===== src/pkg/fbps_pkg.sv =====
// Shared constants and types for the flash burst, protection and security controller
package fbps_pkg;
  // Register byte offsets on the bus
  localparam logic [7:0] DIV_OFS = 8'h00;
  localparam logic [7:0] CFG_OFS = 8'h04;
  localparam logic [7:0] CMD_OFS = 8'h08;
  localparam logic [7:0] STAT_OFS = 8'h0c;
  localparam logic [7:0] PROT_OFS = 8'h10;
  localparam logic [7:0] OPT_OFS = 8'h14;
  localparam logic [7:0] ARR_OFS = 8'h18;
  // Nonvolatile byte locations in the flash map
  localparam logic [15:0] PROT_NV_ADDR = 16'hffbd;
  localparam logic [15:0] OPT_NV_ADDR = 16'hffbf;
  // Command codes
  localparam logic [7:0] CMD_BLANK = 8'h05;
  localparam logic [7:0] CMD_BYTE = 8'h20;
  localparam logic [7:0] CMD_BURST = 8'h25;
  localparam logic [7:0] CMD_PAGE = 8'h40;
  localparam logic [7:0] CMD_MASS = 8'h41;
  // Field positions
  localparam int ST_CBEF = 7;
  localparam int ST_CCF = 6;
  localparam int ST_ACCERR = 5;
  localparam int ST_PVIOL = 4;
  localparam int CFG_KEY_ACCESS_BIT = 5;
  localparam int DIV_LOADED = 7;
  localparam int DIV_PRE8 = 6;
  localparam int PROT_DIS = 0;
  localparam int OPT_BACKDOOR_ENABLE_BIT = 7;
  localparam int OPT_NORED = 6;
  localparam logic [1:0] SEC_OPEN = 2'b10;
  localparam int ROW_BITS = 6;
  localparam logic [8:0] PAGE_ONES = 9'h1ff;
  localparam logic [15:0] VEC_LO = 16'hffc0;
  localparam logic [15:0] VEC_HI = 16'hfffd;
  localparam logic [15:0] ALL_ONES = 16'hffff;
  localparam logic [3:0] KEY_LEN = 4'h8;
  // Command durations in flash clock periods
  localparam logic [14:0] T_BYTE = 15'h0009;
  localparam logic [14:0] T_BURST = 15'h0004;
  localparam logic [14:0] T_PAGE = 15'h0fa0;
  localparam logic [14:0] T_MASS = 15'h4e20;
  localparam logic [14:0] T_BLANK = 15'h0001;
  localparam logic [2:0] PRE8_MAX = 3'h7;

  typedef enum logic [3:0] {
    FBPS_IDLE = 4'b0001,
    FBPS_ADDR = 4'b0010,
    FBPS_CMD = 4'b0100,
    FBPS_QUEUED = 4'b1000
  } fbps_seq_t;

  typedef struct packed {
    logic valid;
    logic shortTime;
    logic [7:0] cmd;
    logic [15:0] addr;
    logic [7:0] data;
  } fbps_op_t;
endpackage


===== src/hdl/fbps_ctrl.sv =====
// Flash command sequencer with burst pump control, block protection, vector redirect and security
//
// Local design decision: register access over AHB-Lite.
module fbps_ctrl
  import fbps_pkg::*;
#(
  parameter logic [15:0] FLASH_BASE = 16'hf000,
  parameter logic [15:0] RAM_BASE = 16'h0060,
  parameter logic [15:0] RAM_TOP = 16'h015f,
  parameter logic [15:0] KEY_BASE = 16'hffb0
) (
  input wire logic clock,
  input wire logic srst,
  input wire logic hsel,
  input wire logic [31:0] haddr,
  input wire logic [1:0] htrans,
  input wire logic hwrite,
  input wire logic [2:0] hsize,
  input wire logic [31:0] hwdata,
  input wire logic hready,
  output logic hreadyout,
  output logic hresp,
  output logic [31:0] hrdata,
  input wire logic debugAccess,
  input wire logic secureCode,
  input wire logic [7:0] protOptionByte,
  input wire logic [7:0] optionByte,
  input wire logic [63:0] backdoorKey,
  input wire logic stopMode,
  input wire logic blankCheckOk,
  input wire logic debugModePin,
  input wire logic [15:0] fetchAddr,
  output logic [15:0] vectorAddr,
  input wire logic memAccess,
  input wire logic [15:0] memAddr,
  output logic accessBlocked,
  output fbps_pkg::fbps_op_t arrayOp,
  output logic pumpOn,
  output logic debugEnable,
  output logic activeBackground
);
  import fbps_pkg::*;

  // Key block must be eight-byte aligned and the RAM window must not be empty
  if (KEY_BASE[2:0] != 3'h0 || RAM_TOP < RAM_BASE) begin : g_badParams
    $error("fbps_ctrl: bad address parameters");
  end

  fbps_seq_t seq_reg;
  fbps_op_t buf_reg, cur_reg, op_reg;
  logic wrPend_reg, dbgAcc_reg, secCode_reg;
  logic [7:0] regAddr_reg;
  logic [31:0] hrdata_reg;
  logic [7:0] div_reg, prot_reg, opt_reg;
  logic cbef_reg, accErr_reg, pviol_reg, key_access_bit_reg, unlocked_reg;
  logic keyOk_reg, run_reg, pump_reg, bgd_reg, pinMeta_reg, pin_reg;
  logic [3:0] keyIdx_reg;
  logic [14:0] rem_reg;
  logic [2:0] pre_reg;
  logic [5:0] divCnt_reg;
  logic [15:0] vect_reg;
  logic wDiv, wCfg, wCmd, wStat, wProt, wArr, keyWrite, cmdArr;
  logic errSet, launch, validCode, restricted, secure, tick, done, chain, start, progRun;
  logic protOn, someProt, allProt, blocked, midSeq;
  logic [15:0] arrAddr, lastOpen;
  logic [7:0] keyByte;

  // Bus slave: zero wait states, always OKAY
  assign hreadyout = 1'b1;
  assign hresp = 1'b0;
  assign hrdata = hrdata_reg;

  always_ff @(posedge clock) begin
    if (srst) begin
      wrPend_reg <= 1'b0;
      regAddr_reg <= 8'h00;
      dbgAcc_reg <= 1'b0;
      secCode_reg <= 1'b0;
    end else begin
      wrPend_reg <= hsel & htrans[1] & hready & hwrite;
      regAddr_reg <= haddr[7:0];
      dbgAcc_reg <= debugAccess;
      secCode_reg <= secureCode;
    end
  end

  // Read data is captured in the address phase; unmapped offsets read zero
  always_ff @(posedge clock) begin
    if (srst) begin
      hrdata_reg <= 32'h0000_0000;
    end else if (hsel && htrans[1] && hready && !hwrite) begin
      case (haddr[7:0])
        DIV_OFS: hrdata_reg <= {24'h000000, div_reg};
        CFG_OFS: hrdata_reg <= {26'h0000000, key_access_bit_reg, 5'h00};
        CMD_OFS: hrdata_reg <= {24'h000000, buf_reg.cmd};
        STAT_OFS: hrdata_reg <= {24'h000000, cbef_reg, !run_reg && seq_reg != FBPS_QUEUED,
                                 accErr_reg, pviol_reg, 4'h0};
        PROT_OFS: hrdata_reg <= {24'h000000, prot_reg};
        OPT_OFS: hrdata_reg <= {24'h000000, opt_reg[7:2], secure ? opt_reg[1:0] : SEC_OPEN};
        default: hrdata_reg <= 32'h0000_0000;
      endcase
    end else begin
      hrdata_reg <= 32'h0000_0000;
    end
  end

  assign wDiv = wrPend_reg && regAddr_reg == DIV_OFS;
  assign wCfg = wrPend_reg && regAddr_reg == CFG_OFS;
  assign wCmd = wrPend_reg && regAddr_reg == CMD_OFS;
  assign wStat = wrPend_reg && regAddr_reg == STAT_OFS;
  assign wProt = wrPend_reg && regAddr_reg == PROT_OFS;
  assign wArr = wrPend_reg && regAddr_reg == ARR_OFS;
  assign arrAddr = hwdata[23:8];

  // Security state
  assign secure = opt_reg[1:0] != SEC_OPEN && !unlocked_reg;
  assign debugEnable = !secure;
  assign activeBackground = bgd_reg;
  assign accessBlocked = secure && memAccess && (dbgAcc_reg || !secCode_reg) &&
                         (memAddr >= FLASH_BASE || (memAddr >= RAM_BASE && memAddr <= RAM_TOP));

  // Not reset: the synchronised pin level must settle while reset is still held
  always_ff @(posedge clock) begin
    pinMeta_reg <= debugModePin;
    pin_reg <= pinMeta_reg;
  end

  // Pin level seen while reset is held is what counts at its release
  always_ff @(posedge clock) begin
    if (srst) begin
      bgd_reg <= !pin_reg;
    end
  end

  // Option and protection bytes reload on every reset
  always_ff @(posedge clock) begin
    if (srst) begin
      opt_reg <= optionByte;
      prot_reg <= protOptionByte;
    end else if (wProt && dbgAcc_reg && !midSeq) begin
      prot_reg <= hwdata[7:0];
    end
  end

  // Protection boundary
  assign lastOpen = {prot_reg[7:1], PAGE_ONES};
  assign protOn = !prot_reg[PROT_DIS];
  assign someProt = protOn && lastOpen != ALL_ONES;
  assign allProt = protOn && lastOpen < FLASH_BASE;
  always_comb begin
    case (buf_reg.cmd)
      CMD_MASS: blocked = someProt;
      CMD_BLANK: blocked = 1'b0;
      default: blocked = protOn && buf_reg.addr > lastOpen;
    endcase
  end

  // Vector redirection to the row just below the protected area
  always_ff @(posedge clock) begin
    if (srst) begin
      vect_reg <= 16'h0000;
    end else if (!opt_reg[OPT_NORED] && someProt && !allProt && fetchAddr >= VEC_LO && fetchAddr <= VEC_HI) begin
      vect_reg <= {lastOpen[15:ROW_BITS], fetchAddr[ROW_BITS-1:0]};
    end else begin
      vect_reg <= fetchAddr;
    end
  end
  assign vectorAddr = vect_reg;

  // Backdoor key: only secure code may open key access; a key byte written by any other source spoils the key
  assign keyWrite = wArr && key_access_bit_reg && arrAddr[15:3] == KEY_BASE[15:3];
  assign keyByte = backdoorKey[{arrAddr[2:0], 3'b000} +: 8];
  assign cmdArr = wArr && !keyWrite;

  always_ff @(posedge clock) begin
    if (srst) begin
      key_access_bit_reg <= 1'b0;
      keyIdx_reg <= 4'h0;
      keyOk_reg <= 1'b0;
      unlocked_reg <= 1'b0;
    end else begin
      if (wCfg && !dbgAcc_reg && secCode_reg && !midSeq) begin
        key_access_bit_reg <= hwdata[CFG_KEY_ACCESS_BIT];
        if (hwdata[CFG_KEY_ACCESS_BIT] && !key_access_bit_reg) begin
          keyIdx_reg <= 4'h0;
          keyOk_reg <= 1'b1;
        end
        if (!hwdata[CFG_KEY_ACCESS_BIT] && key_access_bit_reg && keyOk_reg && keyIdx_reg == KEY_LEN && opt_reg[OPT_BACKDOOR_ENABLE_BIT]) begin
          unlocked_reg <= 1'b1;
        end
      end
      if (keyWrite) begin
        if (dbgAcc_reg || !secCode_reg || keyIdx_reg == KEY_LEN || arrAddr[2:0] != keyIdx_reg[2:0] ||
            hwdata[7:0] != keyByte) begin
          keyOk_reg <= 1'b0;
        end
        if (keyIdx_reg != KEY_LEN) begin
          keyIdx_reg <= keyIdx_reg + 4'h1;
        end
      end
      if (done && cur_reg.cmd == CMD_BLANK && blankCheckOk) begin
        unlocked_reg <= 1'b1;
      end
    end
  end

  // Command protocol checks
  assign midSeq = seq_reg == FBPS_ADDR || seq_reg == FBPS_CMD;
  assign validCode = hwdata[7:0] == CMD_BLANK || hwdata[7:0] == CMD_BYTE || hwdata[7:0] == CMD_BURST ||
                     hwdata[7:0] == CMD_PAGE || hwdata[7:0] == CMD_MASS;
  assign restricted = hwdata[7:0] == CMD_BYTE || hwdata[7:0] == CMD_BURST || hwdata[7:0] == CMD_PAGE;
  assign progRun = run_reg && cur_reg.cmd != CMD_BLANK;

  always_comb begin
    errSet = 1'b0;
    if (cmdArr && !accErr_reg && (!div_reg[DIV_LOADED] || !cbef_reg || seq_reg != FBPS_IDLE)) begin
      errSet = 1'b1;
    end
    if (wCmd && (seq_reg != FBPS_ADDR || !validCode || (secure && dbgAcc_reg && restricted))) begin
      errSet = 1'b1;
    end
    if ((wDiv || wCfg || wProt) && midSeq) begin
      errSet = 1'b1;
    end
    if (wStat && midSeq && (!hwdata[ST_CBEF] || seq_reg == FBPS_ADDR)) begin
      errSet = 1'b1;
    end
    if (stopMode && progRun) begin
      errSet = 1'b1;
    end
  end

  assign launch = wStat && seq_reg == FBPS_CMD && hwdata[ST_CBEF] && !errSet;

  always_ff @(posedge clock) begin
    if (srst) begin
      accErr_reg <= 1'b0;
      pviol_reg <= 1'b0;
      div_reg <= 8'h00;
    end else begin
      if (errSet) begin
        accErr_reg <= 1'b1;
      end else if (wStat && hwdata[ST_ACCERR]) begin
        accErr_reg <= 1'b0;
      end
      if (launch && blocked) begin
        pviol_reg <= 1'b1;
      end else if (wStat && hwdata[ST_PVIOL]) begin
        pviol_reg <= 1'b0;
      end
      if (wDiv && !div_reg[DIV_LOADED] && !accErr_reg && !midSeq) begin
        div_reg <= {1'b1, hwdata[6:0]};
      end
    end
  end

  // Sequence: array write, command code, launch, then wait for the engine
  always_ff @(posedge clock) begin
    if (srst) begin
      seq_reg <= FBPS_IDLE;
      buf_reg <= '0;
      cbef_reg <= 1'b1;
    end else if (errSet) begin
      seq_reg <= FBPS_IDLE;
      cbef_reg <= 1'b1;
    end else begin
      case (seq_reg)
        FBPS_IDLE: begin
          if (cmdArr && !accErr_reg) begin
            seq_reg <= FBPS_ADDR;
            buf_reg.addr <= arrAddr;
            buf_reg.data <= hwdata[7:0];
          end
        end
        FBPS_ADDR: begin
          if (wCmd) begin
            seq_reg <= FBPS_CMD;
            buf_reg.cmd <= hwdata[7:0];
          end
        end
        FBPS_CMD: begin
          if (launch) begin
            seq_reg <= blocked ? FBPS_IDLE : FBPS_QUEUED;
            cbef_reg <= blocked;
          end
        end
        FBPS_QUEUED: begin
          if (start) begin
            seq_reg <= FBPS_IDLE;
            cbef_reg <= 1'b1;
          end
        end
        default: seq_reg <= FBPS_IDLE;
      endcase
    end
  end

  // Flash clock tick from the bus clock, optional divide by eight
  always_ff @(posedge clock) begin
    if (srst) begin
      pre_reg <= 3'h0;
      divCnt_reg <= 6'h00;
    end else if (!div_reg[DIV_PRE8] || pre_reg == PRE8_MAX) begin
      pre_reg <= 3'h0;
      divCnt_reg <= divCnt_reg == div_reg[5:0] ? 6'h00 : divCnt_reg + 6'h01;
    end else begin
      pre_reg <= pre_reg + 3'h1;
    end
  end
  assign tick = (!div_reg[DIV_PRE8] || pre_reg == PRE8_MAX) && divCnt_reg == div_reg[5:0];

  // Engine with burst chaining
  assign done = run_reg && tick && rem_reg == 15'h0001;
  assign chain = cur_reg.cmd == CMD_BURST && buf_reg.cmd == CMD_BURST && seq_reg == FBPS_QUEUED &&
                 buf_reg.addr[15:ROW_BITS] == cur_reg.addr[15:ROW_BITS] &&
                 buf_reg.addr[ROW_BITS-1:0] != '0;
  assign start = seq_reg == FBPS_QUEUED && !errSet && (!run_reg || (done && chain));

  always_ff @(posedge clock) begin
    if (srst) begin
      run_reg <= 1'b0;
      pump_reg <= 1'b0;
      rem_reg <= 15'h0000;
      cur_reg <= '0;
    end else if (stopMode && progRun) begin
      run_reg <= 1'b0;
      pump_reg <= 1'b0;
    end else if (start) begin
      run_reg <= 1'b1;
      pump_reg <= buf_reg.cmd != CMD_BLANK;
      cur_reg <= buf_reg;
      case (buf_reg.cmd)
        CMD_BURST: rem_reg <= run_reg && chain ? T_BURST : T_BYTE;
        CMD_BYTE: rem_reg <= T_BYTE;
        CMD_PAGE: rem_reg <= T_PAGE;
        CMD_MASS: rem_reg <= T_MASS;
        default: rem_reg <= T_BLANK;
      endcase
    end else if (done) begin
      run_reg <= 1'b0;
      pump_reg <= 1'b0;
    end else if (run_reg && tick) begin
      rem_reg <= rem_reg - 15'h0001;
    end
  end

  always_ff @(posedge clock) begin
    if (srst) begin
      op_reg <= '0;
    end else if (start) begin
      op_reg <= buf_reg;
      op_reg.valid <= 1'b1;
      op_reg.shortTime <= run_reg && chain;
    end else begin
      op_reg.valid <= 1'b0;
    end
  end
  assign arrayOp = op_reg;
  assign pumpOn = pump_reg;
endmodule


===== config.mk =====
export PLATFORM = sky130hd
export DESIGN_NAME = fbps_ctrl
export DESIGN_NICKNAME = d
export VERILOG_FILES = /design/src/pkg/fbps_pkg.sv /design/src/hdl/fbps_ctrl.sv
export SDC_FILE = /design/constraint.sdc
export NUM_CORES = 1
export LEC_CHECK = 0
export BUFFER_PORTS_ARGS = -buffer_cell sky130_fd_sc_hd__buf_2
export CAP_MARGIN = 25
export CORE_MARGIN = 8
export CORE_UTILIZATION = 49
export CTS_CLUSTER_SIZE = 30
export DETAILED_ROUTE_END_ITERATION = 8
export PLACE_DENSITY = 0.77
export RECOVER_POWER = 50
export SLEW_MARGIN = 20
export SYNTH_ARGS = -nofsm -noshare
export SYNTH_HDL_FRONTEND = slang
export SYNTH_SLANG_ARGS = --single-unit

===== constraint.sdc =====
create_clock -name clock -period 4.2 [get_ports clock]
set_clock_uncertainty 0.05 [all_clocks]
set_input_delay 0.42 -clock clock [delete_from_list [all_inputs] [get_ports clock]]
set_output_delay 0.42 -clock clock [all_outputs]
set_load 0.05 [all_outputs]

==> results.toml <==
[synth]
synth.top_cells.by_count = "dfxtp_1 (169), nor2_1 (125), mux2i_1 (96), nand2_1 (41), a21oi_1 (36)"
ys_async_sr_fraction_pct = 0
syn_area_um2 = 8732
synth_edf_count = 17
ys_seq_area_share_pct = 44.59
synth_top_area_share_pct = 38.74
yosys.area.top_type = "dfxtp_1"
synthFlopType = "dfxtp_1"
ys_warn_count = 0
ys_top_cells_by_area = "dfxtp_1 (39%), mux2i_1 (11%), edfxtp_1 (5.8%)"
syn_avg_cell_area_um2 = 9.811
synth_cells = 890
synth.distinct_cells = 59
yosysMostFrequentCell = "dfxtp_1"
ys_ff_latch = 186

[run_status]
violations = "capacitance limit, slew limit"
status = "finished, violations left"

[routing]
vias = 7241
vias_per_cell = 5.448
dr.first_iter.drc_count = 532
ant_nets = 0
routed_wl_um = 23770
firstDrtPassIters = 7
wl_per_cell_um = 17.89
drc = 0

[grt]
grtUsageMet1_pct = 23.30
antenna_found_initial = 0
grt_overflow_total = 0
met3_usage_pct = 5.745
grt_pass1_wl_um = 36760
grt_pass1_vias = 7306
grt_max_degree = 86
track_usage_pct = 20.94
busiest_layer = "met2"
use_met2_pct = 36.13

[layout]
diodes = 0
largest_reg_flops = 34
fill_cells = 1526
syn_to_final_growth_pct = 18.73
drive_above_1_share_pct = 20.82
final_nets = 1293

[sta]
whs_ns = 0.03443
max_slew_margin_pct = -19.71
finalCritPeriodShare_pct = 75.36
timing.fmax_ghz = 0.3159
rsz0062_at_grt = "false"
hold_viol = 0
drv_slew = 86
fin_setup_tns_ns = 0
setup_viol = 0
finalCriticalPeriod_ns = 3.165
worstMarginPinSlew_ns = 1.796

[floorplan]
core-area_um2 = 17720
floorplan.initialDensity_pct = 49.28
num_rows = 49
dieArea_um2 = 22350
die_y_um = 149.5
die_w_um = 149.5
io_pins = 280

[critical_path]
crit_slowest_cell = "nor4_1"
cp-end-kind = "register"
crit_required_ns = 4.39
arrival_ns = 3.36
r2r_start = "key_access_bit_reg"
reg2regPathDepth = 8
crit_type = "register to register"
max_stage_delay_ns = 0.66
r2r-end = "buf_reg[21]"
path_cells = "nand2_1 -> nor4_1 -> nor4_1 -> a211oi_1 -> and4_1 -> buf_4 -> mux2i_1 -> nor2_1"
startpoint_type = "register"
setup.worst_path.end = "buf_reg[21]"
worstPathMaxFanout = 24
r2r_slack_ns = 1.03
cpMostUsedCell = "nor4_1"
startpoint = "key_access_bit_reg"

[placed_design]
port_buffers = 212
hpwl_um = 18160
gp_routability_congestion = 0.8836

[clock_network]
cts_hold_buf = 0
clk_latency_ns = 0.44
ctsResizeCount = 0
clockRootBuffer = "clkbuf_16"
clockBufferDepth = 2
cts_buffers = 17
clock_sinks = 186
cts_tree = "built"
path_clk_slew_ns = 0.07
post_cts_buffers = 0
h-tree-depth = 4

[job]
cap_violations = 1

[power]
peakVddDrop_v = 0.0003196
p_total_mw = 3.719
p_leak_nw = 4.517
power_density_nw_per_um2 = 358.7

[worst_hold_path]
hold_depth = 1
hold_path.class = "input port to register"
[per-layer routing]
layer  part of all wire [%]  up-vias  routed length, um
met2                     50      280              11830
met5                      0        -                  0
met1                     39     3380               9385
li1                       -     3527                  -
met3                    6.9       54               1643
met4                    3.8        0                913
[cells by family (layout without fill, tap and decap cells)]
logic type,after synthesis,count (layout),share of synthesized area [%]
fa+ha+maj,14,14,2.006
flops,186,186,44.59
simple gates,336,336,20.06
buf+inv,96,282,5.431
other cells,2,26,0.08600
xor+xnor,47,47,4.714
compound gates,91,91,7.208
mux,118,118,15.90
[worst min path at each step]
| stage | endpoint | startpoint |
|---|---|---|
| floorplan | pin_reg | pinMeta_reg |
| global placement | pin_reg | pinMeta_reg |
| detailed placement | pin_reg | pinMeta_reg |
| CTS | pinMeta_reg | debugModePin |
| global route | pinMeta_reg | debugModePin |
| finish | pinMeta_reg | debugModePin |
[layout by cell type, fill, tap and decap left out, types with 21 or more instances in the layout]
cell,synthesis,routed
a21oi_1,36,36
buf_2,10,150
clkbuf_1,29,63
conb_1,2,26
dfxtp_1,169,169
inv_1,28,28
mux2i_1,96,96
nand2_1,41,41
nand4_1,21,21
nor2_1,125,125
nor2b_1,28,28
nor3_1,21,21
xor2_1,31,31
[power by group]
part	internal [mW]	leakage, nW	total (mW)	switching [mW]
logic	0.120	2.70	0.332	0.212
registers	1.82	1.54	1.84	0.0211
clock network	0.799	0.279	1.55	0.747
[critical path, delay by kind of cell, from the launching register on]
kind	cells	cell delay, ns
AOI/OAI and AO/OA	1	0.49
muxes	1	0.25
and+or+nand+nor	5	1.29
DFF	1	0.49
buffers and inverters	1	0.38
[area by class of cell]
cell class	instances	area (um^2)	share of cell area [%]
multi-input cells	632	4454	42.96
flip-flops and latches	186	3894	37.56
repair buffers	222	1065	10.27
clock buffers	18	439.2	4.236
well taps	229	286.5	2.764
clock inverters	14	123.9	1.195
inverters	28	105.1	1.014
[metrics by stage]
stage / worst slack [ns] / instances / area (um^2) / utilization, %
final: 1.035 / 1329 / 10370 / 58.51
after global routing: 0.8068 / 1329 / 10370 / 58.51
after CTS: 1.102 / 1329 / 10450 / 59.00
after detailed placement: 1.017 / 1297 / 9891 / 55.82
after global placement: 1.019 / 1297 / 9891 / 55.82
after floorplan: 1.619 / 914 / 8822 / -
Note: power is estimated with default switching activity, not from simulation.
